<file path="src/logic/pmw_pkg.sv">
// package for the power-mode wake and reset-cause block
// assumes an axi4-lite register bus with 32-bit data and one word per register
package pmw_pkg;

   // ----------------------------------------------------------------
   // register map (byte addresses)
   // ----------------------------------------------------------------
   localparam logic [7:0] ADDR_RESET_CAUSE = 8'h00; // reset_cause_control
   localparam logic [7:0] ADDR_CTRL = 8'h04;
   localparam logic [7:0] ADDR_STATUS = 8'h08;
   localparam logic [7:0] ADDR_IRQ_STATUS = 8'h0C;
   localparam logic [7:0] ADDR_IRQ_CLEAR = 8'h10;
   localparam logic [7:0] ADDR_IRQ_ENABLE = 8'h14;

   // ----------------------------------------------------------------
   // reset_cause_control fields and reset value
   // ----------------------------------------------------------------
   localparam int RC_PRIO_EN = 7;
   localparam int RC_CFG_MISMATCH = 5;
   localparam int RC_RESET_INSTR = 4;
   localparam int RC_WDT_TIMEOUT = 3;
   localparam int RC_POWER_DOWN = 2;
   localparam int RC_POWER_ON = 1;
   localparam int RC_BROWN_OUT = 0;
   localparam logic [7:0] RC_RESET_VAL = 8'h3C;
   localparam logic [7:0] RC_SW_MASK = 8'hB3; // software-writable bits

   // ----------------------------------------------------------------
   // system_clock_select codes and clock source codes
   // ----------------------------------------------------------------
   localparam logic [1:0] SCS_SECONDARY = 2'h1;
   localparam logic [1:0] SCS_PRIMARY = 2'h2;
   localparam logic [1:0] SRC_PRIMARY = 2'h0;
   localparam logic [1:0] SRC_SECONDARY = 2'h1;
   localparam logic [1:0] SRC_INTERNAL = 2'h2;
   localparam logic [7:0] CTRL_RESET_VAL = 8'h04; // primary selected, idle off

   // ----------------------------------------------------------------
   // interrupt status bits
   // ----------------------------------------------------------------
   localparam int IRQ_W = 4;
   localparam int IRQ_WAKE_DONE = 0;
   localparam int IRQ_WDT_RESET = 1;
   localparam int IRQ_CLK_LOST = 2;
   localparam int IRQ_RESET_EXIT = 3;

   // ----------------------------------------------------------------
   // timing
   // ----------------------------------------------------------------
   localparam int unsigned WAKE_DELAY_CYC = 8; // cpu_wake_delay in clock cycles
   localparam int CNT_W = 16;

   // ----------------------------------------------------------------
   // axi responses
   // ----------------------------------------------------------------
   localparam logic [1:0] RESP_OKAY = 2'h0;
   localparam logic [1:0] RESP_SLVERR = 2'h2;

   // power-mode states
   typedef enum logic [2:0] {
      PMW_RUN,
      PMW_IDLE,
      PMW_SLEEP,
      PMW_OST_WAIT,
      PMW_WAKE
   } pmw_state_t;

   // control register layout
   typedef struct packed {
      logic ext_clk_mode;       // primary is external_clock_mode or _pll_mode
      logic fscm_en;            // fail-safe clock monitor enable
      logic wdt_en;             // watchdog enable
      logic global_irq_en;      // global_interrupt_enable
      logic [1:0] sys_clk_sel;  // system_clock_select
      logic idle_on_sleep_en;   // idle_on_sleep_enable
   } pmw_ctrl_t;

   // clock control outputs
   typedef struct packed {
      logic cpu_clk_en;
      logic periph_clk_en;
      logic primary_osc_en;
      logic internal_osc_en;
      logic [1:0] clk_src;
   } pmw_clk_t;

endpackage

</file>
<file path="src/logic/pmw_power_wake.sv">
// power-mode sequencer: idle and sleep entry, wake exits, reset-cause register
// assumes one 40 mhz clock, axi4-lite master, cpu core giving one-cycle
// instruction strobes, and a start-up timer that reports the primary ready
//
// Our own choices: the address map and the AXI4-Lite slave port.
`timescale 1ns/1ps

module pmw_power_wake #(
   parameter int unsigned WAKE_DELAY_CYC = pmw_pkg::WAKE_DELAY_CYC,
   parameter int unsigned IRQ_SRC_N = 8
) (
   // clock and reset
   input wire logic i_sys_clk,
   input wire logic i_resetn,
   // axi4-lite write address and data
   input wire logic [7:0] s_axi_awaddr,
   input wire logic s_axi_awvalid,
   output logic s_axi_awready,
   input wire logic [31:0] s_axi_wdata,
   input wire logic [3:0] s_axi_wstrb,
   input wire logic s_axi_wvalid,
   output logic s_axi_wready,
   // axi4-lite write response
   output logic [1:0] s_axi_bresp,
   output logic s_axi_bvalid,
   input wire logic s_axi_bready,
   // axi4-lite read
   input wire logic [7:0] s_axi_araddr,
   input wire logic s_axi_arvalid,
   output logic s_axi_arready,
   output logic [31:0] s_axi_rdata,
   output logic [1:0] s_axi_rresp,
   output logic s_axi_rvalid,
   input wire logic s_axi_rready,
   // cpu core strobes
   input wire logic i_sleep_instr,
   input wire logic i_wdt_clear_instr,
   input wire logic i_reset_instr,
   // interrupt sources
   input wire logic [IRQ_SRC_N-1:0] i_irq_flags,
   input wire logic [IRQ_SRC_N-1:0] i_irq_enables,
   // watchdog, clock monitor, start-up timer
   input wire logic i_wdt_timeout,
   input wire logic i_clk_lost,
   input wire logic i_ost_done,
   // reset event sources
   input wire logic i_por_event,
   input wire logic i_bor_event,
   input wire logic i_cfg_mismatch_event,
   input wire logic i_master_clear_n,
   // clock control
   output pmw_pkg::pmw_clk_t o_clk,
   output logic o_primary_clock_running,
   output logic o_ost_req,
   // cpu and watchdog control
   output logic o_resume,
   output logic o_vector_branch,
   output logic o_wdt_clear,
   output logic o_wdt_reset,
   output logic o_interrupt_priority_en,
   // block interrupt
   output logic o_irq
);

   // ----------------------------------------------------------------
   // declarations
   // ----------------------------------------------------------------
   pmw_pkg::pmw_state_t state;
   pmw_pkg::pmw_ctrl_t ctrl;
   pmw_pkg::pmw_clk_t next_clk;
   logic [7:0] rcause;
   logic [pmw_pkg::IRQ_W-1:0] irq_status;
   logic [pmw_pkg::IRQ_W-1:0] irq_enable;
   logic [pmw_pkg::IRQ_W-1:0] irq_events;
   logic [pmw_pkg::CNT_W-1:0] wake_cnt;
   logic [IRQ_SRC_N-1:0] irq_prev;
   logic master_clear_pin_meta;
   logic master_clear_pin_sync;
   logic master_clear_pin_prev;
   logic master_clear_pin_event;
   logic reset_event;
   logic irq_rise;
   logic low_power;
   logic force_internal;
   logic wake_by_irq;
   logic [1:0] eff_src;
   logic aw_held;
   logic w_held;
   logic [7:0] aw_addr;
   logic [31:0] w_data;
   logic [3:0] w_strb;
   logic wr_fire;
   logic rd_fire;
   logic wr_rc;
   logic wr_ctrl;
   logic wr_clr;
   logic wr_en;

   // decode of an address against the register map
   function automatic logic addr_mapped(input logic [7:0] a);
      addr_mapped = (a == pmw_pkg::ADDR_RESET_CAUSE) || (a == pmw_pkg::ADDR_CTRL) ||
                    (a == pmw_pkg::ADDR_STATUS) || (a == pmw_pkg::ADDR_IRQ_STATUS) ||
                    (a == pmw_pkg::ADDR_IRQ_CLEAR) || (a == pmw_pkg::ADDR_IRQ_ENABLE);
   endfunction

   // source picked by the system_clock_select code
   function automatic logic [1:0] src_of(input logic [1:0] system_clock_select);
      if (system_clock_select == pmw_pkg::SCS_PRIMARY) begin
         src_of = pmw_pkg::SRC_PRIMARY;
      end else if (system_clock_select == pmw_pkg::SCS_SECONDARY) begin
         src_of = pmw_pkg::SRC_SECONDARY;
      end else begin
         src_of = pmw_pkg::SRC_INTERNAL;
      end
   endfunction

   // ----------------------------------------------------------------
   // master clear pin synchroniser and event detection
   // ----------------------------------------------------------------
   // two flops, then edge detect on the second
   always_ff @(posedge i_sys_clk) begin
      if (!i_resetn) begin
         master_clear_pin_meta <= 1'b1;
         master_clear_pin_sync <= 1'b1;
         master_clear_pin_prev <= 1'b1;
      end else begin
         master_clear_pin_meta <= i_master_clear_n;
         master_clear_pin_sync <= master_clear_pin_meta;
         master_clear_pin_prev <= master_clear_pin_sync;
      end
   end

   assign master_clear_pin_event = master_clear_pin_prev && !master_clear_pin_sync;
   assign reset_event = master_clear_pin_event || i_por_event || i_bor_event ||
                        i_reset_instr || i_cfg_mismatch_event;
   assign low_power = (state == pmw_pkg::PMW_IDLE) || (state == pmw_pkg::PMW_SLEEP);

   // remember flags to see a flag becoming set
   always_ff @(posedge i_sys_clk) begin
      if (!i_resetn) begin
         irq_prev <= '0;
      end else begin
         irq_prev <= i_irq_flags;
      end
   end

   assign irq_rise = |(i_irq_flags & ~irq_prev & i_irq_enables);

   // ----------------------------------------------------------------
   // power-mode state machine
   // ----------------------------------------------------------------
   // exits only by irq, reset, watchdog
   always_ff @(posedge i_sys_clk) begin
      if (!i_resetn) begin
         state <= pmw_pkg::PMW_RUN;
         wake_cnt <= '0;
         wake_by_irq <= 1'b0;
      end else begin
         unique case (state)
            pmw_pkg::PMW_RUN: begin
               // sleep instruction picks idle or sleep
               if (i_sleep_instr && !reset_event) begin
                  state <= ctrl.idle_on_sleep_en ? pmw_pkg::PMW_IDLE : pmw_pkg::PMW_SLEEP;
               end
            end
            pmw_pkg::PMW_IDLE, pmw_pkg::PMW_SLEEP: begin
               if (reset_event || irq_rise || i_wdt_timeout) begin
                  wake_by_irq <= irq_rise && !reset_event;
                  wake_cnt <= pmw_pkg::CNT_W'(WAKE_DELAY_CYC - 1);
                  // start-up wait only if primary not ready
                  if (!reset_event && eff_src == pmw_pkg::SRC_PRIMARY &&
                      !o_primary_clock_running && !ctrl.ext_clk_mode) begin
                     state <= pmw_pkg::PMW_OST_WAIT;
                  end else begin
                     state <= pmw_pkg::PMW_WAKE;
                  end
               end
            end
            pmw_pkg::PMW_OST_WAIT: begin
               if (o_primary_clock_running) begin
                  state <= pmw_pkg::PMW_WAKE;
               end
            end
            pmw_pkg::PMW_WAKE: begin
               if (wake_cnt == '0) begin
                  state <= pmw_pkg::PMW_RUN;
               end else begin
                  wake_cnt <= wake_cnt - 1'b1;
               end
            end
         endcase
      end
   end

   // resume strobe and vector decision
   always_ff @(posedge i_sys_clk) begin
      if (!i_resetn) begin
         o_resume <= 1'b0;
         o_vector_branch <= 1'b0;
      end else begin
         o_resume <= (state == pmw_pkg::PMW_WAKE) && (wake_cnt == '0);
         o_vector_branch <= (state == pmw_pkg::PMW_WAKE) && (wake_cnt == '0) &&
                            wake_by_irq && ctrl.global_irq_en;
      end
   end

   always_ff @(posedge i_sys_clk) begin
      if (!i_resetn) begin
         o_wdt_reset <= 1'b0;
      end else begin
         o_wdt_reset <= i_wdt_timeout && (state == pmw_pkg::PMW_RUN);
      end
   end

   always_ff @(posedge i_sys_clk) begin
      if (!i_resetn) begin
         o_wdt_clear <= 1'b0;
      end else begin
         o_wdt_clear <= (i_sleep_instr && state == pmw_pkg::PMW_RUN) || i_wdt_clear_instr ||
                        (i_clk_lost && ctrl.fscm_en);
      end
   end

   // ----------------------------------------------------------------
   // clock control
   // ----------------------------------------------------------------
   // reset exit forces internal clock until software rewrites ctrl
   always_ff @(posedge i_sys_clk) begin
      if (!i_resetn) begin
         force_internal <= 1'b0;
      end else if (reset_event && low_power) begin
         force_internal <= 1'b1;
      end else if (wr_ctrl) begin
         force_internal <= 1'b0;
      end
   end

   // wake into the selected run mode, or internal while a reset exit forces it
   assign eff_src = force_internal ? pmw_pkg::SRC_INTERNAL : src_of(ctrl.sys_clk_sel);

   // next clock enables from mode and source
   always_comb begin
      next_clk.clk_src = eff_src;
      next_clk.cpu_clk_en = (state == pmw_pkg::PMW_RUN);
      next_clk.periph_clk_en = (state != pmw_pkg::PMW_SLEEP) &&
                               (state != pmw_pkg::PMW_OST_WAIT);
      next_clk.primary_osc_en = (eff_src == pmw_pkg::SRC_PRIMARY) &&
                                (state != pmw_pkg::PMW_SLEEP);
      // internal oscillator kept for watchdog or monitor
      next_clk.internal_osc_en = ((eff_src == pmw_pkg::SRC_INTERNAL) &&
                                  (state != pmw_pkg::PMW_SLEEP)) ||
                                 ctrl.wdt_en || ctrl.fscm_en;
   end

   always_ff @(posedge i_sys_clk) begin
      if (!i_resetn) begin
         o_clk <= '0;
      end else begin
         o_clk <= next_clk;
      end
   end

   // running flag cleared when primary stops
   // external clock needs no start-up wait
   always_ff @(posedge i_sys_clk) begin
      if (!i_resetn) begin
         o_primary_clock_running <= 1'b0;
      end else if (!next_clk.primary_osc_en) begin
         o_primary_clock_running <= 1'b0;
      end else if (i_ost_done || ctrl.ext_clk_mode) begin
         o_primary_clock_running <= 1'b1;
      end
   end

   assign o_ost_req = o_clk.primary_osc_en && !o_primary_clock_running && !ctrl.ext_clk_mode;

   // ----------------------------------------------------------------
   // registers
   // ----------------------------------------------------------------
   assign wr_en = wr_fire && w_strb[0];
   assign wr_rc = wr_en && (aw_addr == pmw_pkg::ADDR_RESET_CAUSE);
   assign wr_ctrl = wr_en && (aw_addr == pmw_pkg::ADDR_CTRL);
   assign wr_clr = wr_en && (aw_addr == pmw_pkg::ADDR_IRQ_CLEAR);

   always_ff @(posedge i_sys_clk) begin
      if (!i_resetn) begin
         ctrl <= pmw_pkg::pmw_ctrl_t'(pmw_pkg::CTRL_RESET_VAL[6:0]);
      end else if (wr_ctrl) begin
         ctrl <= pmw_pkg::pmw_ctrl_t'(w_data[6:0]);
      end
   end

   always_ff @(posedge i_sys_clk) begin
      if (!i_resetn) begin
         rcause <= pmw_pkg::RC_RESET_VAL;
      end else begin
         if (wr_rc) begin
            rcause <= (rcause & ~pmw_pkg::RC_SW_MASK) | (w_data[7:0] & pmw_pkg::RC_SW_MASK);
         end
         if (i_cfg_mismatch_event) begin
            rcause[pmw_pkg::RC_CFG_MISMATCH] <= 1'b0;
         end
         if (i_reset_instr) begin
            rcause[pmw_pkg::RC_RESET_INSTR] <= 1'b0;
         end
         if (i_por_event) begin
            rcause[pmw_pkg::RC_POWER_ON] <= 1'b0;
            rcause[pmw_pkg::RC_WDT_TIMEOUT] <= 1'b1;
            rcause[pmw_pkg::RC_POWER_DOWN] <= 1'b1;
         end
         if (i_bor_event) begin
            rcause[pmw_pkg::RC_BROWN_OUT] <= 1'b0;
         end
         if (i_wdt_clear_instr) begin
            rcause[pmw_pkg::RC_WDT_TIMEOUT] <= 1'b1;
            rcause[pmw_pkg::RC_POWER_DOWN] <= 1'b1;
         end
         if (i_sleep_instr && state == pmw_pkg::PMW_RUN) begin
            rcause[pmw_pkg::RC_WDT_TIMEOUT] <= 1'b1;
            rcause[pmw_pkg::RC_POWER_DOWN] <= 1'b0;
         end
         if (i_wdt_timeout) begin
            rcause[pmw_pkg::RC_WDT_TIMEOUT] <= 1'b0;
         end
      end
   end

   assign o_interrupt_priority_en = rcause[pmw_pkg::RC_PRIO_EN];

   // sticky interrupt status, set wins over clear
   assign irq_events[pmw_pkg::IRQ_WAKE_DONE] = o_resume;
   assign irq_events[pmw_pkg::IRQ_WDT_RESET] = o_wdt_reset;
   assign irq_events[pmw_pkg::IRQ_CLK_LOST] = i_clk_lost && ctrl.fscm_en;
   assign irq_events[pmw_pkg::IRQ_RESET_EXIT] = reset_event && low_power;

   always_ff @(posedge i_sys_clk) begin
      if (!i_resetn) begin
         irq_status <= '0;
      end else begin
         irq_status <= (irq_status & ~(wr_clr ? w_data[pmw_pkg::IRQ_W-1:0] : '0)) | irq_events;
      end
   end

   always_ff @(posedge i_sys_clk) begin
      if (!i_resetn) begin
         irq_enable <= '0;
      end else if (wr_en && aw_addr == pmw_pkg::ADDR_IRQ_ENABLE) begin
         irq_enable <= w_data[pmw_pkg::IRQ_W-1:0];
      end
   end

   assign o_irq = |(irq_status & irq_enable);

   // ----------------------------------------------------------------
   // axi4-lite write channel
   // ----------------------------------------------------------------
   assign s_axi_awready = !aw_held && !s_axi_bvalid;
   assign s_axi_wready = !w_held && !s_axi_bvalid;
   assign wr_fire = aw_held && w_held && !s_axi_bvalid;

   // capture address and data in either order
   always_ff @(posedge i_sys_clk) begin
      if (!i_resetn) begin
         aw_held <= 1'b0;
         w_held <= 1'b0;
         aw_addr <= '0;
         w_data <= '0;
         w_strb <= '0;
      end else begin
         if (s_axi_awvalid && s_axi_awready) begin
            aw_held <= 1'b1;
            aw_addr <= s_axi_awaddr;
         end else if (wr_fire) begin
            aw_held <= 1'b0;
         end
         if (s_axi_wvalid && s_axi_wready) begin
            w_held <= 1'b1;
            w_data <= s_axi_wdata;
            w_strb <= s_axi_wstrb;
         end else if (wr_fire) begin
            w_held <= 1'b0;
         end
      end
   end

   // write response after both parts
   always_ff @(posedge i_sys_clk) begin
      if (!i_resetn) begin
         s_axi_bvalid <= 1'b0;
         s_axi_bresp <= pmw_pkg::RESP_OKAY;
      end else if (wr_fire) begin
         s_axi_bvalid <= 1'b1;
         s_axi_bresp <= addr_mapped(aw_addr) ? pmw_pkg::RESP_OKAY : pmw_pkg::RESP_SLVERR;
      end else if (s_axi_bready) begin
         s_axi_bvalid <= 1'b0;
      end
   end

   // ----------------------------------------------------------------
   // axi4-lite read channel
   // ----------------------------------------------------------------
   assign s_axi_arready = !s_axi_rvalid;
   assign rd_fire = s_axi_arvalid && s_axi_arready;

   // registers read as one word
   always_ff @(posedge i_sys_clk) begin
      if (!i_resetn) begin
         s_axi_rvalid <= 1'b0;
         s_axi_rdata <= '0;
         s_axi_rresp <= pmw_pkg::RESP_OKAY;
      end else if (rd_fire) begin
         s_axi_rvalid <= 1'b1;
         s_axi_rresp <= addr_mapped(s_axi_araddr) ? pmw_pkg::RESP_OKAY : pmw_pkg::RESP_SLVERR;
         unique case (s_axi_araddr)
            pmw_pkg::ADDR_RESET_CAUSE: s_axi_rdata <= {24'h000000, rcause};
            pmw_pkg::ADDR_CTRL: s_axi_rdata <= {25'h0000000, ctrl};
            pmw_pkg::ADDR_STATUS: s_axi_rdata <= {24'h000000, force_internal,
                                                  o_primary_clock_running, o_clk.clk_src,
                                                  o_clk.cpu_clk_en, state};
            pmw_pkg::ADDR_IRQ_STATUS: s_axi_rdata <= {28'h0000000, irq_status};
            pmw_pkg::ADDR_IRQ_ENABLE: s_axi_rdata <= {28'h0000000, irq_enable};
            default: s_axi_rdata <= '0;
         endcase
      end else if (s_axi_rready) begin
         s_axi_rvalid <= 1'b0;
      end
   end

endmodule

</file>
<file path="config.mk">
export PLATFORM = sky130hd
export DESIGN_NAME = pmw_power_wake
export DESIGN_NICKNAME = d
export VERILOG_FILES = /design/src/logic/pmw_pkg.sv /design/src/logic/pmw_power_wake.sv
export SDC_FILE = /design/constraint.sdc
export NUM_CORES = 1
export LEC_CHECK = 0
export ABC_CLOCK_PERIOD_IN_PS = 2900
export BUFFER_PORTS_ARGS = -buffer_cell sky130_fd_sc_hd__clkbuf_2
export CAP_MARGIN = 30
export CORE_MARGIN = 5
export CORE_UTILIZATION = 35
export CTS_BUF_LIST = sky130_fd_sc_hd__clkbuf_4 sky130_fd_sc_hd__clkbuf_8
export DETAILED_ROUTE_END_ITERATION = 8
export MAX_ROUTING_LAYER = met4
export PLACE_DENSITY = 0.65
export SYNTH_ARGS = -nofsm -noshare
export SYNTH_HDL_FRONTEND = slang
export SYNTH_SLANG_ARGS = --single-unit
</file>
<file path="constraint.sdc">
create_clock -name i_sys_clk -period 2.9 [get_ports i_sys_clk]
set_clock_uncertainty 0.15 [all_clocks]
set_input_delay 0.58 -clock i_sys_clk [delete_from_list [all_inputs] [get_ports i_sys_clk]]
set_output_delay 0.58 -clock i_sys_clk [all_outputs]
set_load 0.05 [all_outputs]
</file>
Yosys cells after proc, flatten, opt, wreduce, memory -nomap -nowiden
Cells that the tools add are included.

word-level totals
  input port bits = 85
  RAM bits = 0
  register bits = 123
  bits in latches = 0
  bits in read-only memories = 0
  memories = 0
  logic and storage cells = 194

cells by class
  shift-type cells = 0
  eq/ne operators = 24
  divide/modulo/power cells = 0
  bitwise logic cells = 9
  muxes and demuxes = 33
  add/sub/neg operators = 1
  magnitude comparators = 0
  $mul = 0
  reduce and logical (&&, ||, !) cells = 84

operators with widths
  cell                                                                  count
  8-bit one-hot mux with 5 select lines                                 1
  8-bit by 4-bit == test with 1-bit output, second input constant       4
  8-bit by 5-bit == test with 1-bit output, second input constant       4
  16-bit 2-to-1 mux                                                     2
  16-bit one-hot mux with 2 select lines                                1
  1-bit logical AND                                                     30
  1-bit logical OR                                                      22
  3-bit 2-to-1 mux                                                      6
  8-bit bitwise AND                                                     2
  8-bit by 3-bit == test with 1-bit output, second input constant       2
  16-bit zero test                                                      1
  8-bit zero test                                                       2
  2-bit 2-to-1 mux                                                      8
  2-bit nonzero test                                                    8
  16-bit by 1-bit subtractor with 16-bit output, second input constant  1
  1-bit 2-to-1 mux                                                      12
  3-bit one-hot mux with 4 select lines                                 1
  4-bit bitwise AND                                                     2
  1-bit zero test                                                       8
  2-bit != test, second input constant                                  4
  8-bit NOT                                                             1
  7-bit by 8-bit OR with 8-bit output                                   1
  8-bit OR reduction                                                    1
  3-bit by 2-bit == test with 1-bit output, second input constant       2
  20 further kinds                                                      25

Depth between registers and ports, before layout
Gate-level depths: netlist of the first run.

  word-level depth = 13
  depth in mapped cells = 9
  depth with buffers taken out = 8

Worst setup path after synthesis of the first run
OpenSTA, ideal clock, no wires.

  path kind = input to register
  from = input i_por_event
  to = register wake_cnt[12] in the netlist's numbering
  cell stages on the path = 6
  data required time = 2691 ps
  arrival = 2172 ps
  setup slack = 519 ps
  path through = or4_4 -> nor3_4 -> or2b_2 -> nand3_4 -> or4_1 -> nand2_1

on the way
  longest elaborated chain between the ends = 8

RTL lines
  what                                  RTL line               text
  from (decl)                           pmw_power_wake.sv:47   input wire logic i_por_event,
  1-bit logical OR (3 in series)        pmw_power_wake.sv:134  assign reset_event = master_clear_pin_event || i_por_event || i_bor_event ||
  1-bit logical OR                      pmw_power_wake.sv:135  i_reset_instr || i_cfg_mismatch_event;
  1-bit logical OR (2 in series)        pmw_power_wake.sv:167  if (reset_event || irq_rise || i_wdt_timeout) begin
  2-bit != test (no source line)        n/a
  3-bit AND reduction (no source line)  n/a
  to (signal assigned)                  pmw_power_wake.sv:169  wake_cnt <= pmw_pkg::CNT_W'(WAKE_DELAY_CYC - 1);
  to (signal assigned)                  pmw_power_wake.sv:188  wake_cnt <= wake_cnt - 1'b1;
  to (decl)                             pmw_power_wake.sv:75   logic [pmw_pkg::CNT_W-1:0] wake_cnt;

No other way between the ends.
A chain may end at the register's enable or synchronous reset.

Worst setup path in the final report of the first run
  from = register wake_cnt[6] in the netlist's numbering
  to = register wake_cnt[13] in the netlist's numbering

on the way
  longest elaborated chain between the ends = 3

RTL lines
  what                                                                               RTL line
  16-bit by 1-bit subtractor with 16-bit output or 16-bit zero test (tied branches)  pmw_power_wake.sv:188, pmw_power_wake.sv:185
  16-bit 2-to-1 mux or 2-bit != test (tied branches)                                 n/a
  16-bit one-hot mux with 2 select lines or 3-bit AND reduction (tied branches)      n/a

Several ways; a longest one is shown, not always the timed one. The select of a mux whose other input is x is not followed.

==> results_tabular.tex, run 1 <==
\begin{tabular}{lr}
\hline
Metric & Value \\
\hline
\multicolumn{2}{l}{\textbf{Final layout}} \\
\quad Final nets & 674 \\
\quad Area growth from synthesis to layout & 16.1\% \\
\quad Share of layout cells above drive strength 1 & 0.215 \\
\quad \# diodes & 0 \\
\quad Number of fillers in the final layout & 1,270 \\
\multicolumn{2}{l}{\textbf{Floorplan}} \\
\quad Vertical extent of the die & 122 µm \\
\quad Row count & 41 \\
\quad Top Ports & 140 \\
\quad Placeable core region & 12,500 µm² \\
\quad Horizontal die dimension & 122 µm \\
\quad Starting utilization of the core area & 0.353 \\
\quad Overall die area & 15,000 µm² \\
\multicolumn{2}{l}{\textbf{Timing}} \\
\quad Transition at the pin with the smallest max-transition slack & 0.543 ns \\
\quad Final setup viols & 0 \\
\quad Number of slew-limit violations in the final report & 0 \\
\quad Period Utilization, post-route & 0.828 \\
\quad Final total negative setup slack & 0 ns \\
\quad Unrepaired setup endpoints after global routing & no \\
\quad Worst slew margin relative to its limit & 0.637 \\
\quad Upper clock frequency limit & 0.417 GHz \\
\quad Post-layout minimum cycle time & 2.40 ns \\
\quad Hold violation count in the final report & 0 \\
\multicolumn{2}{l}{\textbf{Global route}} \\
\quad Met1 Use GR & 0.197 \\
\quad Number of global-route vias before repair & 3,456 \\
\quad Wire length of the first global-routing pass & 16,900 µm \\
\quad GRT overflow & 0 \\
\quad Tot GR Track Use & 0.147 \\
\quad Met2 track utilization from global routing & 0.219 \\
\quad Largest net degree at the start of global routing & 50 \\
\quad Most heavily used metal layer in global routing & met2 \\
\quad Initial antenna violation count & 0 \\
\quad Global-route met3 utilization & 0.0300 \\
\multicolumn{2}{l}{\textbf{Logic synthesis}} \\
\quad Yosys top cell by area & sky130\_fd\_sc\_hd\_\_dfxtp\_1 \\
\quad Post-synthesis instance total & 503 \\
\quad Synth warn & 0 \\
\quad Number of enable flip-flop cells after synthesis & 0 \\
\quad Netlist area before placement & 4420 µm² \\
\quad Synthesis-stage register bit count & 96 \\
\quad Leading cell types by total area after synthesis & sky130\_fd\_sc\_hd\_\_dfxtp\_1 44\%, sky130\_fd\_sc\_hd\_\_nand2\_1 8.2\%, sky130\_fd\_sc\_hd\_\_a21boi\_0 5.3\%, sky130\_fd\_sc\_hd\_\_buf\_4 4.4\%, sky130\_fd\_sc\_hd\_\_mux2i\_1 2.5\% \\
\quad Share of the yosys chip area belonging to registers & 0.435 \\
\quad Per-instance average area after synthesis & 8.78 µm² \\
\quad Post-synthesis async set-or-reset flop share & 0 \\
\quad Share of Yosys cell area claimed by the top area cell type & 0.435 \\
\quad Cell variety after synth & 60 \\
\quad Main flop type after synthesis & sky130\_fd\_sc\_hd\_\_dfxtp\_1 \\
\multicolumn{2}{l}{\textbf{Clock tree}} \\
\quad CTS max path bufs & 2 \\
\quad H-tree depth reported by CTS & 3 \\
\quad Post-cts resize count & 0 \\
\quad Cell at the root of the clock tree & sky130\_fd\_sc\_hd\_\_clkbuf\_8 \\
\quad Clock latency on the worst-skew pair & 0.37 ns \\
\quad Num Clock Sinks & 96 \\
\quad Hold buffer count at CTS & 0 \\
\quad Clock slew seen by the registers of the worst setup and hold paths & 0.09 ns \\
\quad TritonCTS clock tree & built \\
\quad Number of buffers created by CTS & 9 \\
\quad Post-CTS setup buffer count & 0 \\
\multicolumn{2}{l}{\textbf{Pwr}} \\
\quad Peak supply drop & 0.000250 V \\
\quad Cell leakage power & 2.14 nW \\
\quad Total power of the final layout & 0.00367 W \\
\quad Total power divided by cell area & 717 nW/µm² \\
\multicolumn{2}{l}{\textbf{Placement}} \\
\quad Detailed-placement wirelength estimate & 8070 µm \\
\quad Gp weighted congestion & 0.866 \\
\quad Count of buffers inserted at the top-level ports & 86 \\
\multicolumn{2}{l}{\textbf{Worst hold path}} \\
\quad Worst min-delay path category & input pin to register \\
\multicolumn{2}{l}{\textbf{Flow run}} \\
\quad Max\_cap viols & 0 \\
\multicolumn{2}{l}{\textbf{Outcome}} \\
\quad Run status & complete, no violations \\
\multicolumn{2}{l}{\textbf{Critical path}} \\
\quad Crit. End Element & register \\
\quad CP max FO & 11 \\
\quad Slowest library cell on the worst path & sky130\_fd\_sc\_hd\_\_or4\_4 \\
\quad Arrival time of data at the critical path endpoint & 2.55 ns \\
\quad WS Path Type & register to register \\
\quad Required time of the worst setup path & 3.05 ns \\
\quad Cell-by-cell listing of the critical path & or4\_4, nor2\_2, a31oi\_4, o21bai\_4, o211ai\_2, o21ai\_0, a21oi\_1 \\
\quad Maximum single-stage delay on the critical path & 0.59 ns \\
\quad Type of element launching the critical path & register \\
\multicolumn{2}{l}{\textbf{Routing}} \\
\quad First-pass detailed-route iteration total & 4 \\
\quad DRC & 0 \\
\quad Count of vias placed by the detailed router & 3,728 \\
\quad Vias per inst & 4.89 \\
\quad Avg WL per Cell & 13.6 µm \\
\quad Violation count after the first detailed-route iteration & 286 \\
\quad Remaining antenna violation count after routing & 0 \\
\quad Final wirelength & 10,400 µm \\
\hline
\end{tabular}
## cell usage in the layout (no fill, tap or decap), types with 5 or more instances in the layout
master                     instances
sky130_fd_sc_hd__a21boi_0         31
sky130_fd_sc_hd__a21oi_1          17
sky130_fd_sc_hd__a22oi_1           9
sky130_fd_sc_hd__and2_1           17
sky130_fd_sc_hd__buf_4             5
sky130_fd_sc_hd__clkbuf_2         86
sky130_fd_sc_hd__clkbuf_8         11
sky130_fd_sc_hd__conb_1           26
sky130_fd_sc_hd__dfxtp_1          96
sky130_fd_sc_hd__inv_1             9
sky130_fd_sc_hd__mux2i_1          11
sky130_fd_sc_hd__nand2_1          96
sky130_fd_sc_hd__nand3_1           5
sky130_fd_sc_hd__nor2_1           24
sky130_fd_sc_hd__nor2b_1          16
sky130_fd_sc_hd__nor3_1            7
sky130_fd_sc_hd__o211a_1           6
sky130_fd_sc_hd__o21ai_0          22
sky130_fd_sc_hd__or3_1            10
## layer usage
layer	vias up	wire (µm)
met5	-	0
met4	0	169
met3	12	898
met2	129	4570
met1	1713	4720
li1	1874	-
## worst max-delay path, delay by kind of cell, from the launching register on
kind | cells | cell delay (ns)
DFF | 1 | 0.37
AOI/OAI and AO/OA | 5 | 1.02
and+or+nand+nor | 2 | 0.78
## where the power goes
group	total, W	switching (W)	internal [W]
combinational	0.00114	0.000707	0.000429
clock	0.000906	0.000461	0.000445
sequential	0.00163	0.000158	0.00148
total	0.00367	0.00133	0.00235
## final cells by class
cell class | instances | area, µm² | share of cell area
Timing Repair Buffer | 91 | 468 | 0.0913
Inverter | 9 | 33.8 | 0.00659
Multi-Input combinational cell | 379 | 2280 | 0.445
Clock buffer | 11 | 151 | 0.0295
Sequential cell | 96 | 1920 | 0.375
Clock inverter | 5 | 53.8 | 0.0105
Tap cell | 172 | 215 | 0.0420
## kinds of logic after synthesis
family                     after synthesis  share of synthesized area
and+or+nand+nor                        213                      0.249
AOI/OAI and AO/OA                      119                      0.197
DFF                                     96                      0.435
buffers and inverters                   53                     0.0694
muxes                                   13                     0.0300
xor gates and xnor gates                 5                    0.00992
adders and majority gates                3                    0.00850
other                                    1                   0.000849
## synth_stat cells, types with 3 or more instances
library cell,number
sky130_fd_sc_hd__inv_1,9
sky130_fd_sc_hd__nand3_1,5
sky130_fd_sc_hd__and2_1,17
sky130_fd_sc_hd__nor2_1,24
sky130_fd_sc_hd__and3_1,4
sky130_fd_sc_hd__a22oi_1,9
sky130_fd_sc_hd__or4_1,4
sky130_fd_sc_hd__xor2_1,3
sky130_fd_sc_hd__a21boi_0,31
sky130_fd_sc_hd__mux2i_1,11
sky130_fd_sc_hd__nand4_1,4
sky130_fd_sc_hd__nor3b_1,4
sky130_fd_sc_hd__ha_1,3
sky130_fd_sc_hd__nand2_1,96
sky130_fd_sc_hd__dfxtp_1,96
sky130_fd_sc_hd__nor2b_1,16
sky130_fd_sc_hd__o211ai_1,4
sky130_fd_sc_hd__o22ai_1,4
sky130_fd_sc_hd__nand3b_1,3
sky130_fd_sc_hd__a21oi_1,17
sky130_fd_sc_hd__o21ai_0,22
sky130_fd_sc_hd__or3_1,10
sky130_fd_sc_hd__nand2b_1,4
sky130_fd_sc_hd__a221oi_1,4
sky130_fd_sc_hd__o211a_1,6
sky130_fd_sc_hd__a32oi_1,4
sky130_fd_sc_hd__nor3_1,7
sky130_fd_sc_hd__clkbuf_1,15
sky130_fd_sc_hd__buf_4,26
## path summary, 6_finish.rpt
check / slack [ns] / depth (start not counted) / startpoint / to
setup / recovery: 0.50 / 7 / wake_cnt[6]$_SDFFE_PN0P_ / wake_cnt[13]$_SDFFE_PN0P_
hold / removal: 0.23 / 2 / i_bor_event / rcause[0]$_SDFFE_PP0P_
setup reg to reg: 0.50 / 7 / wake_cnt[6]$_SDFFE_PN0P_ / wake_cnt[13]$_SDFFE_PN0P_
hold reg to reg: 0.27 / 1 / master_clear_pin_meta$_SDFF_PN1_ / master_clear_pin_sync$_SDFF_PN1_
## registers in the layout, indices dropped and copies added, names as in the netlist, 6 cells and up
name and flops:
aw_addr 8, ctrl 7, irq_prev 8, o_clk 6, rcause 7, s_axi_rdata 8, w_data 8, wake_cnt 16
## through the flow
| stage | setup WS (ns) | instance area [µm²] | std cells | hold WS, ns | util |
|---|---|---|---|---|---|
| floorplan | 0.519 | 4510 | 528 | 0.236 | - |
| global placement | 0.328 | 4920 | 747 | 0.254 | 0.393 |
| detailed placement | 0.282 | 4920 | 747 | 0.251 | 0.393 |
| CTS | 0.485 | 5120 | 763 | 0.211 | 0.409 |
| global route | 0.321 | 5120 | 763 | 0.214 | 0.409 |
| finish | 0.499 | 5120 | 763 | 0.227 | 0.409 |
Power figures use the tool's default switching activity.
==> run 2, diff against run 1 <==
- ABC_AREA: default -> 1
- ABC_CLOCK_PERIOD_IN_PS: 2900 -> 2150
- PLACE_DENSITY: 0.65 -> 0.67
- clock period: 2.9 -> 2.15 ns (I/O delays scaled with it)
==> results_tabular.tex, run 2 <==
\begin{tabular}{lr}
\hline
Metric & Value \\
\hline
\multicolumn{2}{l}{\textbf{Global route}} \\
\quad Wire length of the first global-routing pass & 19,100 µm (+13\%) \\
\quad GRT overflow & 0 (unchanged) \\
\quad Number of global-route vias before repair & 3,930 (+14\%) \\
\quad Largest net degree at the start of global routing & 34 (-32\%) \\
\quad Initial antenna violation count & 0 (unchanged) \\
\quad Tot GR Track Use & 0.150 (+0.00325) \\
\multicolumn{2}{l}{\textbf{Logic synthesis}} \\
\quad List of most frequent post-synthesis cells & 146 x sky130\_fd\_sc\_hd\_\_nand2\_1, 98 x sky130\_fd\_sc\_hd\_\_nor2\_1, 96 x sky130\_fd\_sc\_hd\_\_dfxtp\_1, 85 x sky130\_fd\_sc\_hd\_\_inv\_1, 53 x sky130\_fd\_sc\_hd\_\_o21ai\_0 \\
\quad Share of Yosys cell area claimed by the top area cell type & 0.405 (-0.0299) \\
\quad Netlist area before placement & 4740 µm² (+7.4\%) \\
\quad Cell variety after synth & 38 (-37\%) \\
\quad Main flop type after synthesis & sky130\_fd\_sc\_hd\_\_dfxtp\_1 \\
\quad Synth warn & 0 (unchanged) \\
\quad Number of enable flip-flop cells after synthesis & 0 (unchanged) \\
\quad Leading cell types by total area after synthesis & sky130\_fd\_sc\_hd\_\_dfxtp\_1 41\%, sky130\_fd\_sc\_hd\_\_nand2\_1 12\%, sky130\_fd\_sc\_hd\_\_nor2\_1 7.8\%, sky130\_fd\_sc\_hd\_\_inv\_1 6.7\%, sky130\_fd\_sc\_hd\_\_o21ai\_0 5.6\% \\
\quad Post-synthesis instance total & 690 (+37\%) \\
\quad Post-synthesis async set-or-reset flop share & 0 (unchanged) \\
\quad Per-instance average area after synthesis & 6.87 µm² (-22\%) \\
\quad Share of the yosys chip area belonging to registers & 0.405 (-0.0299) \\
\quad Synthesis-stage register bit count & 96 (unchanged) \\
\quad Most instantiated library cell after synthesis & sky130\_fd\_sc\_hd\_\_nand2\_1 \\
\quad Yosys top cell by area & sky130\_fd\_sc\_hd\_\_dfxtp\_1 \\
\multicolumn{2}{l}{\textbf{Critical path}} \\
\quad Reg-to-reg critical path startpoint & wake\_cnt[0]\$\_SDFFE\_PN0P\_ \\
\quad Arrival time of data at the critical path endpoint & 1.37 ns (-1.18 ns) \\
\quad Endpoint of the worst-slack reg-to-reg timing path & wake\_cnt[11]\$\_SDFFE\_PN0P\_ \\
\quad Launch point of the worst path & o\_primary\_clock\_running\$\_SDFFE\_PN0P\_ \\
\quad Cell depth of the worst flop-to-flop path & 11 (+4) \\
\quad Type of element launching the critical path & register \\
\quad Crit. End Element & primary output \\
\quad CP max FO & 3 (-8) \\
\quad R2R Setup Slk & 0.30 ns (-0.20 ns) \\
\quad Required time of the worst setup path & 1.57 ns (-1.48 ns) \\
\quad WS Path Type & register to primary output \\
\multicolumn{2}{l}{\textbf{Final layout}} \\
\quad Most frequent standard cell in the layout excluding fill and tap cells & sky130\_fd\_sc\_hd\_\_nand2\_1 \\
\quad Max reg flops & 16 (unchanged) \\
\quad Leading cell types in the layout, fill and taps excluded & 146 x sky130\_fd\_sc\_hd\_\_nand2\_1, 97 x sky130\_fd\_sc\_hd\_\_nor2\_1, 96 x sky130\_fd\_sc\_hd\_\_dfxtp\_1 \\
\quad Final nets & 871 (+29\%) \\
\quad Top register by number of flip-flops & wake\_cnt \\
\quad Area growth from synthesis to layout & 16.2\% (about the same) \\
\quad Share of layout cells above drive strength 1 & 0.202 (-0.0131) \\
\quad \# diodes & 0 (unchanged) \\
\multicolumn{2}{l}{\textbf{Timing}} \\
\quad Final total negative setup slack & 0 ns (unchanged) \\
\quad Number of slew-limit violations in the final report & 0 (unchanged) \\
\quad Post-layout minimum cycle time & 1.95 ns \\
\quad Hold violation count in the final report & 0 (unchanged) \\
\quad Period Utilization, post-route & 0.906 \\
\quad Unrepaired setup endpoints after global routing & no \\
\quad Final setup viols & 0 (unchanged) \\
\quad Upper clock frequency limit & 0.514 GHz \\
\multicolumn{2}{l}{\textbf{Clock tree}} \\
\quad CTS max path bufs & 2 (unchanged) \\
\quad Clock slew seen by the registers of the worst setup and hold paths & 0.09 ns (about the same) \\
\quad Num Clock Sinks & 96 (unchanged) \\
\quad Cell at the root of the clock tree & sky130\_fd\_sc\_hd\_\_clkbuf\_8 \\
\quad Clock latency on the worst-skew pair & 0.37 ns (about the same) \\
\quad Number of buffers created by CTS & 9 (unchanged) \\
\quad Post-CTS setup buffer count & 0 (unchanged) \\
\quad TritonCTS clock tree & built \\
\quad H-tree depth reported by CTS & 3 (unchanged) \\
\multicolumn{2}{l}{\textbf{Worst hold path}} \\
\quad Hold path endpoint & master\_clear\_pin\_meta\$\_SDFF\_PN1\_ \\
\quad Number of stages on the worst hold path & 2 (unchanged) \\
\quad Hold path startpoint & i\_master\_clear\_n \\
\quad Worst min-delay path category & input pin to register \\
\multicolumn{2}{l}{\textbf{Placement}} \\
\quad Detailed-placement wirelength estimate & 9170 µm (+14\%) \\
\quad Gp weighted congestion & 0.869 (+0.38\%) \\
\quad Count of buffers inserted at the top-level ports & 86 (unchanged) \\
\multicolumn{2}{l}{\textbf{Routing}} \\
\quad DRC & 0 (unchanged) \\
\quad Violation count after the first detailed-route iteration & 170 (-41\%) \\
\quad Avg WL per Cell & 12.0 µm (-11\%) \\
\quad Remaining antenna violation count after routing & 0 (unchanged) \\
\quad Count of vias placed by the detailed router & 4,351 (+17\%) \\
\quad Vias per inst & 4.51 (-7.6\%) \\
\quad Final wirelength & 11,600 µm (+12\%) \\
\quad First-pass detailed-route iteration total & 4 (unchanged) \\
\multicolumn{2}{l}{\textbf{Floorplan}} \\
\quad Vertical extent of the die & 126 µm (+3.3\%) \\
\quad Overall die area & 16,000 µm² (+6.8\%) \\
\quad Horizontal die dimension & 126 µm (+3.3\%) \\
\quad Row count & 42 (+2.4\%) \\
\quad Starting utilization of the core area & 0.358 (+0.00523) \\
\quad Top Ports & 140 (unchanged) \\
\quad Placeable core region & 13,200 µm² (+5.8\%) \\
\multicolumn{2}{l}{\textbf{Outcome}} \\
\quad Run status & complete, no violations \\
\multicolumn{2}{l}{\textbf{Pwr}} \\
\quad Peak supply drop & 0.000513 V (+110\%) \\
\quad Cell leakage power & 2.67 nW (+24\%) \\
\quad Total power of the final layout & 0.00589 W (+60\%) \\
\quad Total power divided by cell area & 1070 nW/µm² (+49\%) \\
\multicolumn{2}{l}{\textbf{Flow run}} \\
\quad Max\_cap viols & 0 (unchanged) \\
\hline
\end{tabular}
run 2: changes by cell type after synthesis, moves of 27 or more:
cell,before,now
sky130_fd_sc_hd__inv_1,9,85
sky130_fd_sc_hd__a21oi_1,17,44
sky130_fd_sc_hd__nand3_1,5,45
sky130_fd_sc_hd__nor2_1,24,98
sky130_fd_sc_hd__o21ai_0,22,53
sky130_fd_sc_hd__nand2_1,96,146
sky130_fd_sc_hd__a21boi_0,31,0
run 2: layout make-up:
cell class,count,area [µm²]
multi-input combinational,487,2310
clock inverter,6,50.0
tap,176,220
clock buffer,10,131
fill,1449,7740
sequential,96,1920
inverter,88,330
timing repair buffer,101,543
run 2: routing by layer:
layer,share of wire,wire length (µm),track usage
met5,0,0,-
met4,0.014,157,0.0473
met3,0.056,654,0.0244
met2,0.43,5030,0.220
met1,0.50,5740,0.211
run 2: timing repair:
item / in CTS / in global routing
endpoints found under the setup margin: 0 / 1
endpoints found under the hold margin: 0 / 0
hold buffers: 0 / 0
gates resized for setup: 0 / 1
run 2: worst max path at each step:
stage | endpoint | slack, ns | cells past startpoint
after floorplan | aw_addr[5]$_SDFFE_PN0P_ | 0.04 | 5
after detailed placement | wake_cnt[11]$_SDFFE_PN0P_ | 0.25 | 9
final | o_ost_req | 0.20 | 4
after global placement | wake_cnt[11]$_SDFFE_PN0P_ | 0.28 | 9
after global routing | rcause[1]$_SDFFE_PP0P_ | 0.09 | 8
after CTS | o_ost_req | 0.22 | 4
run 2: kinds of logic after synthesis:
logic type	share of synthesized area
AOI/OAI and AO/OA	0.135
xor gates and xnor gates	0.00554
adders and majority gates	0.00792
buffers and inverters	0.129
DFF	0.405
other	0.000791
and+or+nand+nor	0.317
run 2: where the power goes:
part / internal, W / leakage [nW] / switching [W] / total (W)
Clock: 0.000448 / 0.0873 / 0.000674 / 0.00112
Sequential: 0.00199 / 0.788 / 0.000195 / 0.00218
Combinational: 0.000823 / 1.79 / 0.00176 / 0.00259
run 2: per-stage QoR:
step / setup slack, ns / hold slack, ns / instances / util / cell area (µm²)
floorplan: 0.0420 / 0.243 / 715 / - / 4840
global placement: 0.285 / 0.244 / 948 / 0.402 / 5320
detailed placement: 0.247 / 0.250 / 948 / 0.402 / 5320
CTS: 0.220 / 0.0847 / 964 / 0.415 / 5500
global route: 0.0932 / 0.0835 / 964 / 0.416 / 5510
finish: 0.203 / 0.0988 / 964 / 0.416 / 5510
run 2: critical path: stages (launching register included):
cell	delay (ns)
sky130_fd_sc_hd__dfxtp_1	0.35
sky130_fd_sc_hd__inv_1	0.11
sky130_fd_sc_hd__nand2_1	0.08
sky130_fd_sc_hd__nor2_1	0.16
sky130_fd_sc_hd__clkbuf_2	0.31
